$ cat src/include/iecp_pkg.sv
// Package of constants and carrier types for the interrupt enable clear port.
package iecp_pkg;

   // -----------------------------------------------------------------
   // Widths
   // -----------------------------------------------------------------
   localparam int IECP_DATA_W = 32;
   localparam int IECP_ADDR_W = 8;

   // -----------------------------------------------------------------
   // Register offsets, relative to the controller base address
   // -----------------------------------------------------------------
   localparam logic [IECP_ADDR_W-1:0] IECP_OFS_MASK_SET = 8'h10;
   localparam logic [IECP_ADDR_W-1:0] IECP_OFS_MASK_CLEAR = 8'h14;

   // -----------------------------------------------------------------
   // Field positions inside the enable mask
   // -----------------------------------------------------------------
   localparam int IECP_BIT_MASTER_IRQ_ENABLE = 31;
   localparam int IECP_BIT_OWNERSHIP_CHANGE = 30;
   localparam int IECP_BIT_ROOT_HUB_CHANGE = 6;
   localparam int IECP_BIT_FRAME_COUNT_OVERFLOW = 5;
   localparam int IECP_BIT_FATAL_SYSTEM_ERROR = 4;
   localparam int IECP_BIT_RESUME_DETECT = 3;
   localparam int IECP_BIT_FRAME_START = 2;
   localparam int IECP_BIT_DONE_LIST_WRITTEN = 1;
   localparam int IECP_BIT_SCHEDULING_OVERRUN = 0;

   // Bits that hold storage; every other bit is reserved
   localparam logic [IECP_DATA_W-1:0] IECP_IMPL_BITS = 32'hc000_007f;
   // Event source bits, the master enable excluded
   localparam logic [IECP_DATA_W-1:0] IECP_SOURCE_BITS = 32'h4000_007f;

   // -----------------------------------------------------------------
   // Reset values
   // -----------------------------------------------------------------
   localparam logic [IECP_DATA_W-1:0] IECP_RST_MASK = 32'h0000_0000;
   localparam logic [IECP_DATA_W-1:0] IECP_RST_RDATA = 32'h0000_0000;

   // -----------------------------------------------------------------
   // Carrier types
   // -----------------------------------------------------------------
   // One register access from host software, taken in a single cycle
   typedef struct packed {
      logic valid;
      logic write;
      logic [IECP_ADDR_W-1:0] addr;
      logic [IECP_DATA_W-1:0] wdata;
   } iecp_req_t;

   // Answer to an access, one cycle after it is taken
   typedef struct packed {
      logic ack;
      logic hit;
      logic [IECP_DATA_W-1:0] rdata;
   } iecp_rsp_t;

endpackage : iecp_pkg

$ cat src/hw/iecp_mask_bit.sv
// One storage bit of the shared interrupt enable mask.
module iecp_mask_bit
   import iecp_pkg::*;
#(
   parameter logic RESET_VALUE = 1'b0
) (
   input wire logic ref_clk,
   input wire logic rst,
   input wire logic soft_rst,
   input wire logic set_pulse,
   input wire logic clear_pulse,
   output logic value
);

   // -----------------------------------------------------------------
   // Next value
   // -----------------------------------------------------------------
   // Set and clear come from different offsets, so they never meet;
   // clear is still given priority to keep interrupts off if they did
   logic next_value;
   assign next_value = clear_pulse ? 1'b0 :
                       set_pulse ? 1'b1 :
                       value;

   // -----------------------------------------------------------------
   // Storage
   // -----------------------------------------------------------------
   // Both resets bring the bit back to RESET_VALUE
   always_ff @(posedge ref_clk) begin
      if (rst || soft_rst) begin
         value <= RESET_VALUE;
      end else begin
         value <= next_value;
      end
   end

endmodule // iecp_mask_bit

$ cat src/hw/iecp_enable_port.sv
// Interrupt enable mask with its set and clear views and the interrupt request.
module iecp_enable_port
   import iecp_pkg::*;
(
   input wire logic ref_clk,
   input wire logic rst,
   input wire logic soft_rst,
   input wire iecp_req_t req,
   output iecp_rsp_t rsp,
   input wire logic [IECP_DATA_W-1:0] interrupt_event_status,
   output logic [IECP_DATA_W-1:0] enable_mask,
   output logic [IECP_DATA_W-1:0] pending_sources,
   output logic irq
);

   // -----------------------------------------------------------------
   // Address decode
   // -----------------------------------------------------------------
   // Only whole-word locations exist, so the decode compares all
   // address bits; an access that lands inside a word is unmapped
   wire sel_set;
   wire sel_clear;
   wire sel_any;
   assign sel_set = req.valid && (req.addr == IECP_OFS_MASK_SET);
   assign sel_clear = req.valid && (req.addr == IECP_OFS_MASK_CLEAR);

   assign sel_any = sel_set || sel_clear;

   // -----------------------------------------------------------------
   // Write strobes per bit
   // -----------------------------------------------------------------
   // A one in the written word picks the bit; a zero leaves it alone.
   // Reserved positions are masked off so they never reach storage.
   wire wr_set;
   wire wr_clear;
   wire [IECP_DATA_W-1:0] set_bits;
   wire [IECP_DATA_W-1:0] clear_bits;
   assign wr_set = sel_set && req.write;
   assign wr_clear = sel_clear && req.write;
   assign set_bits = wr_set ? (req.wdata & IECP_IMPL_BITS) : '0;
   assign clear_bits = wr_clear ? (req.wdata & IECP_IMPL_BITS) : '0;

   // -----------------------------------------------------------------
   // Per-field strobes
   // -----------------------------------------------------------------
   // Every stored field gets a set and a clear strobe of its own, so a
   // slip in a bit position shows up as a wrong name, not a lost bit
   wire set_master;
   wire set_ownership;
   wire set_root_hub;
   wire set_frame_overflow;
   wire set_fatal_error;
   wire set_resume;
   wire set_frame_start;
   wire set_done_list;
   wire set_overrun;
   assign set_master = set_bits[IECP_BIT_MASTER_IRQ_ENABLE];
   assign set_ownership = set_bits[IECP_BIT_OWNERSHIP_CHANGE];
   assign set_root_hub = set_bits[IECP_BIT_ROOT_HUB_CHANGE];
   assign set_frame_overflow = set_bits[IECP_BIT_FRAME_COUNT_OVERFLOW];
   assign set_fatal_error = set_bits[IECP_BIT_FATAL_SYSTEM_ERROR];
   assign set_resume = set_bits[IECP_BIT_RESUME_DETECT];
   assign set_frame_start = set_bits[IECP_BIT_FRAME_START];
   assign set_done_list = set_bits[IECP_BIT_DONE_LIST_WRITTEN];
   assign set_overrun = set_bits[IECP_BIT_SCHEDULING_OVERRUN];

   // Clear strobes; a zero in the written word leaves them low
   wire clear_master;
   wire clear_ownership;
   wire clear_root_hub;
   wire clear_frame_overflow;
   wire clear_fatal_error;
   wire clear_resume;
   wire clear_frame_start;
   wire clear_done_list;
   wire clear_overrun;
   assign clear_master = clear_bits[IECP_BIT_MASTER_IRQ_ENABLE];
   assign clear_ownership = clear_bits[IECP_BIT_OWNERSHIP_CHANGE];
   assign clear_root_hub = clear_bits[IECP_BIT_ROOT_HUB_CHANGE];
   assign clear_frame_overflow = clear_bits[IECP_BIT_FRAME_COUNT_OVERFLOW];
   assign clear_fatal_error = clear_bits[IECP_BIT_FATAL_SYSTEM_ERROR];
   assign clear_resume = clear_bits[IECP_BIT_RESUME_DETECT];
   assign clear_frame_start = clear_bits[IECP_BIT_FRAME_START];
   assign clear_done_list = clear_bits[IECP_BIT_DONE_LIST_WRITTEN];
   assign clear_overrun = clear_bits[IECP_BIT_SCHEDULING_OVERRUN];

   // -----------------------------------------------------------------
   // Mask storage
   // -----------------------------------------------------------------
   // One cell for each implemented position; reserved bits hold no
   // flip-flop at all, which keeps them out of every read and out of
   // the request logic
   logic [IECP_DATA_W-1:0] mask;
   wire master_irq_enable;
   wire ownership_change_event;
   wire root_hub_change_event;
   wire frame_count_overflow_event;
   wire fatal_system_error_event;
   wire resume_detect_event;
   wire frame_start_event;
   wire done_list_written_event;
   wire scheduling_overrun_event;

   // Master enable: clearing it mutes every source at once, even
   // while their own enables stay set
   iecp_mask_bit #(
      .RESET_VALUE(IECP_RST_MASK[IECP_BIT_MASTER_IRQ_ENABLE])
   ) u_master_irq_enable (
      .ref_clk(ref_clk),
      .rst(rst),
      .soft_rst(soft_rst),
      .set_pulse(set_master),
      .clear_pulse(clear_master),
      .value(master_irq_enable)
   );

   // Ownership change enable; the one source kept in the top half
   // of the word, next to the master
   iecp_mask_bit #(
      .RESET_VALUE(IECP_RST_MASK[IECP_BIT_OWNERSHIP_CHANGE])
   ) u_ownership_change (
      .ref_clk(ref_clk),
      .rst(rst),
      .soft_rst(soft_rst),
      .set_pulse(set_ownership),
      .clear_pulse(clear_ownership),
      .value(ownership_change_event)
   );

   // Root hub change enable; port events reach software only
   // through this bit
   iecp_mask_bit #(
      .RESET_VALUE(IECP_RST_MASK[IECP_BIT_ROOT_HUB_CHANGE])
   ) u_root_hub_change (
      .ref_clk(ref_clk),
      .rst(rst),
      .soft_rst(soft_rst),
      .set_pulse(set_root_hub),
      .clear_pulse(clear_root_hub),
      .value(root_hub_change_event)
   );

   // Frame counter overflow enable; software that keeps time across
   // the counter wrap relies on it
   iecp_mask_bit #(
      .RESET_VALUE(IECP_RST_MASK[IECP_BIT_FRAME_COUNT_OVERFLOW])
   ) u_frame_count_overflow (
      .ref_clk(ref_clk),
      .rst(rst),
      .soft_rst(soft_rst),
      .set_pulse(set_frame_overflow),
      .clear_pulse(clear_frame_overflow),
      .value(frame_count_overflow_event)
   );

   // Fatal system error enable; left off, a stopped controller can
   // only be found by polling
   iecp_mask_bit #(
      .RESET_VALUE(IECP_RST_MASK[IECP_BIT_FATAL_SYSTEM_ERROR])
   ) u_fatal_system_error (
      .ref_clk(ref_clk),
      .rst(rst),
      .soft_rst(soft_rst),
      .set_pulse(set_fatal_error),
      .clear_pulse(clear_fatal_error),
      .value(fatal_system_error_event)
   );

   // Resume detect enable; the wake-up path of a suspended bus
   // depends on it
   iecp_mask_bit #(
      .RESET_VALUE(IECP_RST_MASK[IECP_BIT_RESUME_DETECT])
   ) u_resume_detect (
      .ref_clk(ref_clk),
      .rst(rst),
      .soft_rst(soft_rst),
      .set_pulse(set_resume),
      .clear_pulse(clear_resume),
      .value(resume_detect_event)
   );

   // Frame start enable; it fires every frame, so software normally
   // keeps it off to spare the processor
   iecp_mask_bit #(
      .RESET_VALUE(IECP_RST_MASK[IECP_BIT_FRAME_START])
   ) u_frame_start (
      .ref_clk(ref_clk),
      .rst(rst),
      .soft_rst(soft_rst),
      .set_pulse(set_frame_start),
      .clear_pulse(clear_frame_start),
      .value(frame_start_event)
   );

   // Done list write-back enable; completed transfers are reported
   // through this bit
   iecp_mask_bit #(
      .RESET_VALUE(IECP_RST_MASK[IECP_BIT_DONE_LIST_WRITTEN])
   ) u_done_list_written (
      .ref_clk(ref_clk),
      .rst(rst),
      .soft_rst(soft_rst),
      .set_pulse(set_done_list),
      .clear_pulse(clear_done_list),
      .value(done_list_written_event)
   );

   // Scheduling overrun enable; an overloaded schedule is flagged
   // through this bit
   iecp_mask_bit #(
      .RESET_VALUE(IECP_RST_MASK[IECP_BIT_SCHEDULING_OVERRUN])
   ) u_scheduling_overrun (
      .ref_clk(ref_clk),
      .rst(rst),
      .soft_rst(soft_rst),
      .set_pulse(set_overrun),
      .clear_pulse(clear_overrun),
      .value(scheduling_overrun_event)
   );

   // -----------------------------------------------------------------
   // Mask assembly
   // -----------------------------------------------------------------
   // Reserved positions are constant zero, so they read back as zero
   // and can never reach the request logic
   assign mask = {master_irq_enable, ownership_change_event, 23'h000000,
                  root_hub_change_event, frame_count_overflow_event,
                  fatal_system_error_event, resume_detect_event,
                  frame_start_event, done_list_written_event,
                  scheduling_overrun_event};

   // Source enables gathered back into their positions
   wire [IECP_DATA_W-1:0] source_enables;
   assign source_enables = {1'b0, ownership_change_event, 23'h000000,
                            root_hub_change_event, frame_count_overflow_event,
                            fatal_system_error_event, resume_detect_event,
                            frame_start_event, done_list_written_event,
                            scheduling_overrun_event};

   // -----------------------------------------------------------------
   // Interrupt request
   // -----------------------------------------------------------------
   // Each status bit meets the enable at the same position; the master
   // enable then gates the whole set. The status bit 31 has no event of
   // its own, so it is dropped by the source mask.
   wire [IECP_DATA_W-1:0] next_pending;
   wire next_irq;
   assign next_pending = interrupt_event_status & source_enables & IECP_SOURCE_BITS;
   assign next_irq = master_irq_enable && (|next_pending);

   // Registered so the host bus sees a clean level without glitches
   // from status bits that change in the same cycle
   always_ff @(posedge ref_clk) begin
      if (rst || soft_rst) begin
         irq <= 1'b0;
      end else begin
         irq <= next_irq;
      end
   end

   // Per-source view; the master is not applied here, so the status
   // logic can still tell which source is waiting while it is off
   always_ff @(posedge ref_clk) begin
      if (rst || soft_rst) begin
         pending_sources <= '0;
      end else begin
         pending_sources <= next_pending;
      end
   end

   // -----------------------------------------------------------------
   // Read data
   // -----------------------------------------------------------------
   // Both offsets answer with the live mask; there is no second copy
   // that could drift apart from the one the request logic uses
   wire [IECP_DATA_W-1:0] next_rdata;
   assign next_rdata = (sel_any && !req.write) ? mask : IECP_RST_RDATA;

   // -----------------------------------------------------------------
   // Response
   // -----------------------------------------------------------------
   // Every access is answered one cycle later; hit is low for an
   // unmapped address, whose read data is zero and whose write is lost
   logic rsp_ack;
   logic rsp_hit;
   logic [IECP_DATA_W-1:0] rsp_rdata;

   // Acknowledge follows every taken request, mapped or not
   always_ff @(posedge ref_clk) begin
      if (rst || soft_rst) begin
         rsp_ack <= 1'b0;
      end else begin
         rsp_ack <= req.valid;
      end
   end

   // Hit tells software whether the offset exists at all
   always_ff @(posedge ref_clk) begin
      if (rst || soft_rst) begin
         rsp_hit <= 1'b0;
      end else begin
         rsp_hit <= sel_any;
      end
   end

   // Read data stands for one cycle and is zero otherwise
   always_ff @(posedge ref_clk) begin
      if (rst || soft_rst) begin
         rsp_rdata <= IECP_RST_RDATA;
      end else begin
         rsp_rdata <= next_rdata;
      end
   end

   // Gathered into the carrier the bus side expects
   assign rsp = '{ack: rsp_ack, hit: rsp_hit, rdata: rsp_rdata};

   // The mask drives the event logic of the controller directly
   assign enable_mask = mask;

endmodule // iecp_enable_port

$ cat config.mk
export PLATFORM = sky130hd
export DESIGN_NAME = iecp_enable_port
export DESIGN_NICKNAME = d
export VERILOG_FILES = /design/src/include/iecp_pkg.sv /design/src/hw/iecp_mask_bit.sv /design/src/hw/iecp_enable_port.sv
export SDC_FILE = /design/constraint.sdc
export NUM_CORES = 1
export LEC_CHECK = 0
export ABC_AREA = 1
export BUFFER_PORTS_ARGS = -buffer_cell sky130_fd_sc_hd__buf_4
export CORE_ASPECT_RATIO = 0.6
export CORE_UTILIZATION = 35
export CTS_BUF_LIST = sky130_fd_sc_hd__clkbuf_8 sky130_fd_sc_hd__clkbuf_16
export CTS_CLUSTER_DIAMETER = 150
export DETAILED_ROUTE_END_ITERATION = 8
export PLACE_DENSITY = 0.91
export SETUP_SLACK_MARGIN = 0.02
export SLEW_MARGIN = 0
export SYNTH_ARGS = -nofsm -noshare
export SYNTH_HDL_FRONTEND = slang
export SYNTH_SLANG_ARGS = --single-unit
$ cat constraint.sdc
create_clock -name ref_clk -period 0.9 [get_ports ref_clk]
set_input_delay 0.045 -clock ref_clk [delete_from_list [all_inputs] [get_ports ref_clk]]
set_output_delay 0.045 -clock ref_clk [all_outputs]
set_load 0.05 [all_outputs]
======== Yosys cells after proc, flatten, opt, wreduce, memory -nomap -nowiden ========
Index checks and enable logic that the tools add are counted.
word-level totals
  memories ................................ 0
  memory bits (read-only) ................. 0
  bits in writable memories ............... 0
  word-level logic and storage cells ...... 42
  latch bits .............................. 0
  register bits after elaboration ......... 76
  input bits .............................. 77
  output and inout port bits .............. 99
cells by class
  order comparisons ....................... 0
  add/sub/neg operators ................... 0
  divide/modulo/power cells ............... 0
  shift operators ......................... 0
  mux-type cells .......................... 2
  multiply operators ...................... 0
  equality and inequality tests ........... 2
  bitwise gates (word level) .............. 2
  reduce and logical (&&, ||, !) cells .... 20
operator list
  kind                  count
  $mux W32              2
  $and A31 B31 Y31      1
  $reduce_or A2 Y1      10
  $eq A8 B5 Y1 const B  2
  $reduce_or A8 Y1      1
  $logic_and A1 B1 Y1   6
  $logic_or A1 B1 Y1    2
  $logic_not A1 Y1      1
  $not A1 Y1            1

======== Logic depth before layout (Yosys ltp) ========
Gate-level depths: netlist (run 1).
  depth in word-level cells ............... 6
  gate-level depth with buffers ........... 7
  gate-level depth less buffers ........... 7

======== Modules after synthesis ========
A second synthesis (run 1) with hierarchy kept.
second synthesis, totals
  cells, all modules ...................... 248
  area total of the unflattened synthesis .. 1,798.0 sq um
by module, submodules not included
  module            cells an instance  area each (sq um)  instances
  iecp_enable_port  194                1,448.9            1
  iecp_mask_bit     6                  38.8               9

======== Least setup slack after synthesis (run 1) ========
OpenSTA, ideal clock, no wires.
  kind .................................... in2reg
  start point ............................. in req[32] (netlist name)
  end point ............................... reg u_done_list_written.value
  stages .................................. 7
  buffers on the path ..................... 1
  setup slack ............................. 0.048 ns
  library setup time ...................... 0.111 ns
  arrival time ............................ 0.741 ns
  path through ............................ nor2_1 -> nand2_1 -> nor2_4 -> buf_6 -> nand3_1 -> nand2_1 -> nor2_1
on the way
  cells in the longest elaborated chain, start to end .. 5
RTL lines
  element                            RTL line                text
  start: declaration                 iecp_enable_port.sv:8   input wire iecp_req_t req,
  $eq A8 B5 Y1                       iecp_enable_port.sv:25  assign sel_clear = req.valid && (req.addr == IECP_OFS_MASK_CLEAR);
  $logic_and A1 B1 Y1                iecp_enable_port.sv:25
  $logic_and A1 B1 Y1                iecp_enable_port.sv:39  assign wr_clear = sel_clear && req.write;
  $mux W32                           iecp_enable_port.sv:41  assign clear_bits = wr_clear ? (req.wdata & IECP_IMPL_BITS) : '0;
  $reduce_or A2 Y1 (no source line)  n/a
  end signal: assignment             iecp_mask_bit.sv:33     value <= next_value;
  end: declaration                   iecp_mask_bit.sv:12     output logic value
Parallel ways exist; a longest one is shown, timed or not.
A chain may end at the register's enable or synchronous reset.

======== Worst setup path in the final report (run 1) ========
  start point ............................. reg u_resume_detect.value
  end point ............................... reg irq
on the way
  cells in the longest elaborated chain, start to end .. 3
RTL lines
  element                   RTL line                 text
  start: declaration        iecp_mask_bit.sv:12
  start signal: assignment  iecp_mask_bit.sv:33
  $and A31 B31 Y31          iecp_enable_port.sv:248  assign next_pending = interrupt_event_status & source_enables & IECP_SOURCE_BITS;
  $reduce_or A8 Y1          iecp_enable_port.sv:249  assign next_irq = master_irq_enable && (|next_pending);
  $logic_and A1 B1 Y1       iecp_enable_port.sv:249
  end signal: assignment    iecp_enable_port.sv:257  irq <= next_irq;
  end: declaration          iecp_enable_port.sv:13   output logic irq
No other way between the ends.

==> flow_summary_export.csv, run 1 <==
group,metric,value,unit
pwr,peakVddDrop,490,µV
final_layout,fin_util,45.1,%
synth,ys_types,17,
final_layout,area_growth,23.3,%
synth,ys_seq_area_share,34.4,%
final_layout,sequential_cell_area,594,µm²
sta,fmax,1170,MHz
routing,firstDrtPassIters,4,
final_layout,num_antenna_cells,0,
synth,syn_area,1690,µm²
floorplanning,row_count,19,
floorplanning,coreArea,4610,µm²
global_routing,grt_max_degree,12,
floorplanning,die_h,55.8,µm
sta,rsz0062_at_grt,"yes",
clocking,root_buffer,"clkbuf_8",
sta,maxSlewViolCount,0,
clocking,cts_buffers,5,
routing,route.detailed.drc,0,
final_layout,final_cells,345,
setup_path,worstPathArrival,1.06,ns
setup_path,end_kind,"flip-flop",
floorplanning,die_x,91.7,µm
setup_path,cp-start-kind,"flip-flop",
global_routing,antenna_found_initial,0,
synth,netlist_instances,221,
setup_path,crit_fanout,3,
sta,fin_crit_sh,94.6,%
setup_path,slowest_stage,"dfxtp_2",
synth,yosysWarnings,0,
global_routing,grt_pass1_wl,5040,µm
final_layout,multi_input_area,679,µm²
setup_path,critPathTopFamily,"simple AND/OR/NAND/NOR gates",
sta,finalCriticalPeriod,0.852,ns
final_layout,fillers,487,
sta,clock-skew-final,0.00697,ns
clocking,clockBufferDepth,2,
routing,routed_wl,3400,µm
synth,yosys_register_bits,29,
setup_path,path_buf_inv,0,
placed_design,place_congestion,0.775,
sta,timing.hold.ws,0.0187,ns
setup_path,critical_path_class,"reg -> reg",
flow_run,drv_cap,0,
routing,vias,1287,
setup_path,crit_chain,"nand2_2 > nand4_1 > nor2_1 > nor3_1",
clocking,clock_latency,0.28,ns
clocking,cts_sinks,29,
sta,setup_viol,0,
routing,drt_iter0_drc,19,
pwr,power_density,1510,nW/µm²
final_layout,layout.nets,358,
setup_path,max_stage_delay,0.36,ns
sta,fin_tns_setup,0,ns
clocking,cts_htree_levels,2,
global_routing,overflow,0,
placed_design,placedCellCount,340,
min_path,min_path_type,"in -> reg",
global_routing,grtUsageTotal,13.0,%
floorplanning,io_pins,176,
status,outcome,"finished, final reports clean",
placed_design,io_buffers,58,
synth,avgSynthCellArea,7.64,µm²
setup_path,required,1.11,ns
sta,final_hold_viol_count,0,
routing,viasPerCell,3.73,
clocking,clk_pin_slew,0.07,ns
global_routing,grt_pass1_vias,1138,
pwr,power.leakage,1.05,nW
routing,drt-wirelength-per-cell,9.86,µm
floorplanning,initial_core_util,36.6,%
placed_design,dp_hpwl,2720,µm
clocking,cts_tree,"yes",
final_layout,drive_gt1_share,33.0,%
routing,antenna_left,0,
floorplanning,die-area,5120,µm²
metrics by stage:
| step | area, µm² | setup slack [ns] | total power [mW] |
|---|---|---|---|
| after floorplan | 1950 | 0.0483 | 2.25 |
| after CTS | 2050 | 0.0231 | 3.16 |
| after global placement | 1940 | -0.0482 | 2.14 |
| final | 2080 | 0.0482 | 3.15 |
| after global routing | 2080 | -0.0659 | 3.26 |
| after detailed placement | 1940 | -0.105 | 2.15 |
cell type report:
cell class	count	share of cell area, %
flip-flops and latches	29	28.5
clock inverters	3	0.661
multi-input cells	157	32.6
repair buffers	67	27.3
well taps	63	3.79
clock buffers	5	3.31
inverters	21	3.79
synthesized netlist by cell type (all sizes together):
master   n  area (µm²)
nor2    34         145
nand2   29         109
conb     1        3.75
buf     83         624
inv     21        78.8
nand3   19         108
nor3     2        21.3
nand4    2        12.5
dfxtp   29         581
nor4     1        6.26
path summary, 6_finish.rpt:
check | startpoint | to | slack, ns | cells after the start
worst min-delay path | interrupt_event_status[2] | pending_sources[2] | 0.02 | 3
worst min register to register | u_frame_start.value | pending_sources[2] | 0.48 | 2
worst max register to register | u_resume_detect.value | irq | 0.05 | 4
worst max-delay path | u_resume_detect.value | irq | 0.05 | 4
cells in the final DEF, fill, tap and decap left out:
cell and n:
dfxtp_1 20, inv_2 1, buf_6 6, buf_4 56
buf_12 1, clkbuf_8 5, nor2_1 31, nor3_1 1
dfxtp_2 8, dfxtp_4 1, nand3_1 18, nand2_4 1
conb_1 70, nor2_4 2, nand2_1 25, clkinv_2 2
nand4_1 2, nor3_4 1, nand2_2 3, buf_8 4
nor2_2 1, nand3_4 1, nor4_1 1, inv_1 21
what timing repair did:
item                                    in CTS  in global routing
resized for setup                           16                 13
endpoints found under the setup margin       8                  7
pin swaps                                    0                  3
hold buffers                                 0                  0
buffers inserted                             0                  0
layer usage:
layer / vias up / part of all wire (%) / track usage, % / routed length (µm)
li1: 635 / - / - / -
met1: 577 / 41 / 14.4 / 1390
met2: 65 / 49 / 22.9 / 1680
met3: 10 / 7.6 / 4.78 / 260
met4: 0 / 1.9 / 4.54 / 65
met5: - / 0 / 0 / 0
kinds of logic (layout without fill, tap and decap cells):
logic type / after synthesis / in the layout / share of synthesized area, %
buf+inv: 104 / 96 / 41.6
simple gates: 87 / 87 / 23.8
flops: 29 / 29 / 34.4
other cells: 1 / 70 / 0.222
worst reg2reg max path: cells and delay by family, from the launching register on:
family           cells  cell delay (ns)
AND/OR/NAND/NOR      4             0.41
flip-flops           1             0.36
state kept, by name, summed over array words and instances, names as in the netlist:
register / count
rsp_rdata: 9
pending_sources: 8
u_resume_detect.value: 1
u_fatal_system_error.value: 1
u_root_hub_change.value: 1
irq: 1
u_done_list_written.value: 1
u_scheduling_overrun.value: 1
rsp_ack: 1
u_master_irq_enable.value: 1
u_frame_start.value: 1
u_frame_count_overflow.value: 1
u_ownership_change.value: 1
rsp_hit: 1
report_power, final:
group	internal, mW	switching (mW)	total (mW)
Sequential	1.28	0.000549	1.28
Clock	0.523	0.505	1.03
Combinational	0.114	0.727	0.841
Total	1.92	1.23	3.15
No activity file was read; power rests on OpenSTA's default activity.
==> run 2: changes to the inputs <==
CORE_UTILIZATION = 36   (was 35)
SYNTH_HIERARCHICAL = 1   (was default)
==> flow_summary_export.csv, run 2 <==
group,metric,value,unit
synth,syn_area,1800,µm²
clocking,cts_buffers,5,
setup_path,max_stage_delay,0.33,ns
global_routing,grt_pass1_vias,1203,
synth,synth-async-reset-ratio,0,%
clocking,clockBufferDepth,2,
pwr,p_switching,1.23,mW
pwr,pwr-share-seq,40.5,%
status,violations,"negative setup slack",
global_routing,grtUsageTotal,13.2,%
setup_path,path_buf_inv,2,
floorplanning,die-area,5290,µm²
setup_path,critPathTopFamily,"flip-flops",
routing,drt-wirelength-per-cell,9.34,µm
clocking,cts_htree_levels,2,
pwr,combPwrFrac,27.7,%
synth,ys_top_cells_by_count,"buf_4, nor2_1, dfxtp_1, inv_1, nand2_1",
synth,avgSynthCellArea,7.25,µm²
placed_design,dp_hpwl,2850,µm
sta,rsz0062_at_grt,"yes",
synth,yosys.cell_count.top_type,"buf_4",
sta,clock-skew-final,0.00430,ns
global_routing,grt_pass1_wl,5180,µm
final_layout,top_regs,"rsp_rdata: 9 flops, pending_sources: 8 flops",
global_routing,overflow,0,
clocking,clk_pin_slew,0.06,ns
min_path,min_path_type,"in -> reg",
final_layout,final_common_cell,"conb_1",
floorplanning,initial_core_util,38.4,%
pwr,p_clk_share,31.9,%
sta,final_hold_viol_count,0,
synth,yosysTopAreaCell,"buf_4",
pwr,peakVddDrop,466,µV
placed_design,place_ws,-0.226,ns
placed_design,io_buffers,58,
synth,yosys_register_bits,29,
flow_run,drv_cap,0,
final_layout,largest_reg_flops,9,
final_layout,top_register,"rsp_rdata",
setup_path,slowest_stage,"dfxtp_2",
synth,ys_seq_area_share,32.3,%
routing,routed_wl,3520,µm
routing,viasPerCell,3.70,
synth,netlist_instances,248,
synth,synth_ff_type,"dfxtp_1",
floorplanning,io_pins,176,
final_layout,fin_util,48.7,%
routing,firstDrtPassIters,4,
sta,finalCriticalPeriod,0.917,ns
routing,vias,1395,
sta,fin_crit_sh,102,%
final_layout,num_antenna_cells,0,
final_layout,layout_common_cells,"conb_1, buf_4, nor2_1",
floorplanning,die_x,93.2,µm
synth,synth_edf_count,0,
sta,setup_viol,3,
sta,fmax,1090,MHz
setup_path,required,0.85,ns
pwr,power.leakage,1.14,nW
routing,antenna_left,0,
synth,yosysWarnings,6,
pwr,power_density,1380,nW/µm²
setup_path,cp-start-kind,"flip-flop",
clocking,cts_sinks,29,
global_routing,grt_max_degree,12,
routing,route.detailed.drc,0,
placed_design,placedCellCount,370,
sta,timing.hold.ws,0.0143,ns
setup_path,worstPathArrival,0.87,ns
clocking,root_buffer,"clkbuf_8",
synth,ys_types,15,
pwr,p_sw_share,39.0,%
synth,synth_area_leaders,"buf_4, dfxtp_1, nor2_1",
setup_path,crit_chain,"buf_6 > buf_8",
status,outcome,"finished with violations",
synth,synth_top_area_share,33.8,%
placed_design,place_congestion,0.736,
sta,maxSlewViolCount,0,
final_layout,drive_gt1_share,36.9,%
routing,drt_iter0_drc,43,
floorplanning,row_count,19,
setup_path,critical_path_class,"reg -> out",
floorplanning,coreArea,4680,µm²
setup_path,end_kind,"output pin",
setup_path,crit_fanout,2,
final_layout,final_cells,377,
clocking,cts_tree,"yes",
final_layout,fillers,433,
clocking,clock_latency,0.28,ns
floorplanning,die_h,56.7,µm
global_routing,antenna_found_initial,0,
clocking,cts_hold_buffers,0,
final_layout,area_growth,26.9,%
sta,layout_setup_ws,-0.0166,ns
pwr,power.internal,1.92,mW
final_layout,layout.nets,390,
-- run 2: cell types whose count changed after synthesis, moves of 2 or more --
| cell | delta |
|---|---|
| nor2_1 | +20 |
| nor2_2 | +9 |
| nand2_1 | -2 |
| inv_1 | +9 |
| nand3_1 | -18 |
| nand4_1 | -2 |
| nor3_1 | +9 |
-- run 2: per-layer routing --
metal	wire, µm	vias up	GRT usage (%)
met2	1750	68	22.6
met5	0	-	0
met4	51	0	6.37
met3	378	6	5.15
met1	1340	615	14.2
li1	-	706	-
-- run 2: cell families (layout without fill, tap and decap cells) --
logic type | Yosys count | in the layout | synth area share (%)
simple gates | 105 | 105 | 26.9
buf+inv | 113 | 110 | 40.6
other cells | 1 | 70 | 0.209
flops | 29 | 29 | 32.3
-- run 2: path summary, 6_finish.rpt --
| check | end | slack (ns) | startpoint | cells past startpoint |
|---|---|---|---|---|
| worst max-delay path | enable_mask[4] | -0.02 | u_fatal_system_error/value | 2 |
| worst min-delay path | pending_sources[6] | 0.01 | interrupt_event_status[6] | 3 |
| worst max register to register | u_ownership_change/value | 0.06 | u_ownership_change/value | 4 |
| worst min register to register | pending_sources[6] | 0.47 | u_root_hub_change/value | 2 |
-- run 2: worst register-to-register path: stages (launching register included) --
cell and delay, ns:
dfxtp_2 0.33, buf_6 0.11, buf_4 0.12, nor2_1 0.11, nor2_1 0.06
-- run 2: cell type report --
cell class	count	area [µm²]	share of cell area, %
Inverter	31	116	5.10
Clock inverter	3	13.8	0.603
Clock buffer	5	68.8	3.02
Sequential cell	29	602	26.4
Timing Repair Buffer	71	616	27.0
Multi-Input combinational cell	175	786	34.4
Tap cell	63	78.8	3.46
-- run 2: per-stage QoR --
| step | setup TNS [ns] | total power [mW] | cell area, µm² |
|---|---|---|---|
| after floorplan | 0 | 2.27 | 2060 |
| after global placement | -1.54 | 2.16 | 2060 |
| after detailed placement | -2.37 | 2.17 | 2060 |
| after CTS | -0.0455 | 3.18 | 2230 |
| after global routing | -0.118 | 3.27 | 2280 |
| final | -0.0324 | 3.15 | 2280 |
-- run 2: repair_timing --
item	4_1_cts	5_1_grt
setup endpoints to repair	9	17
resized for setup	30	17
buffers inserted	3	0
pin swaps	0	1
-- run 2: power groups by stage --
| stage | logic (mW) | clock network, mW | registers, mW |
|---|---|---|---|
| 6_report | 0.872 | 1.00 | 1.27 |
| 5_1_grt | 0.905 | 1.09 | 1.27 |
| 4_1_cts | 0.857 | 1.04 | 1.29 |
| 3_5_place_dp | 0.856 | 0 | 1.31 |
| 3_3_place_gp | 0.850 | 0 | 1.31 |
| 2_1_floorplan | 0.951 | 0 | 1.31 |
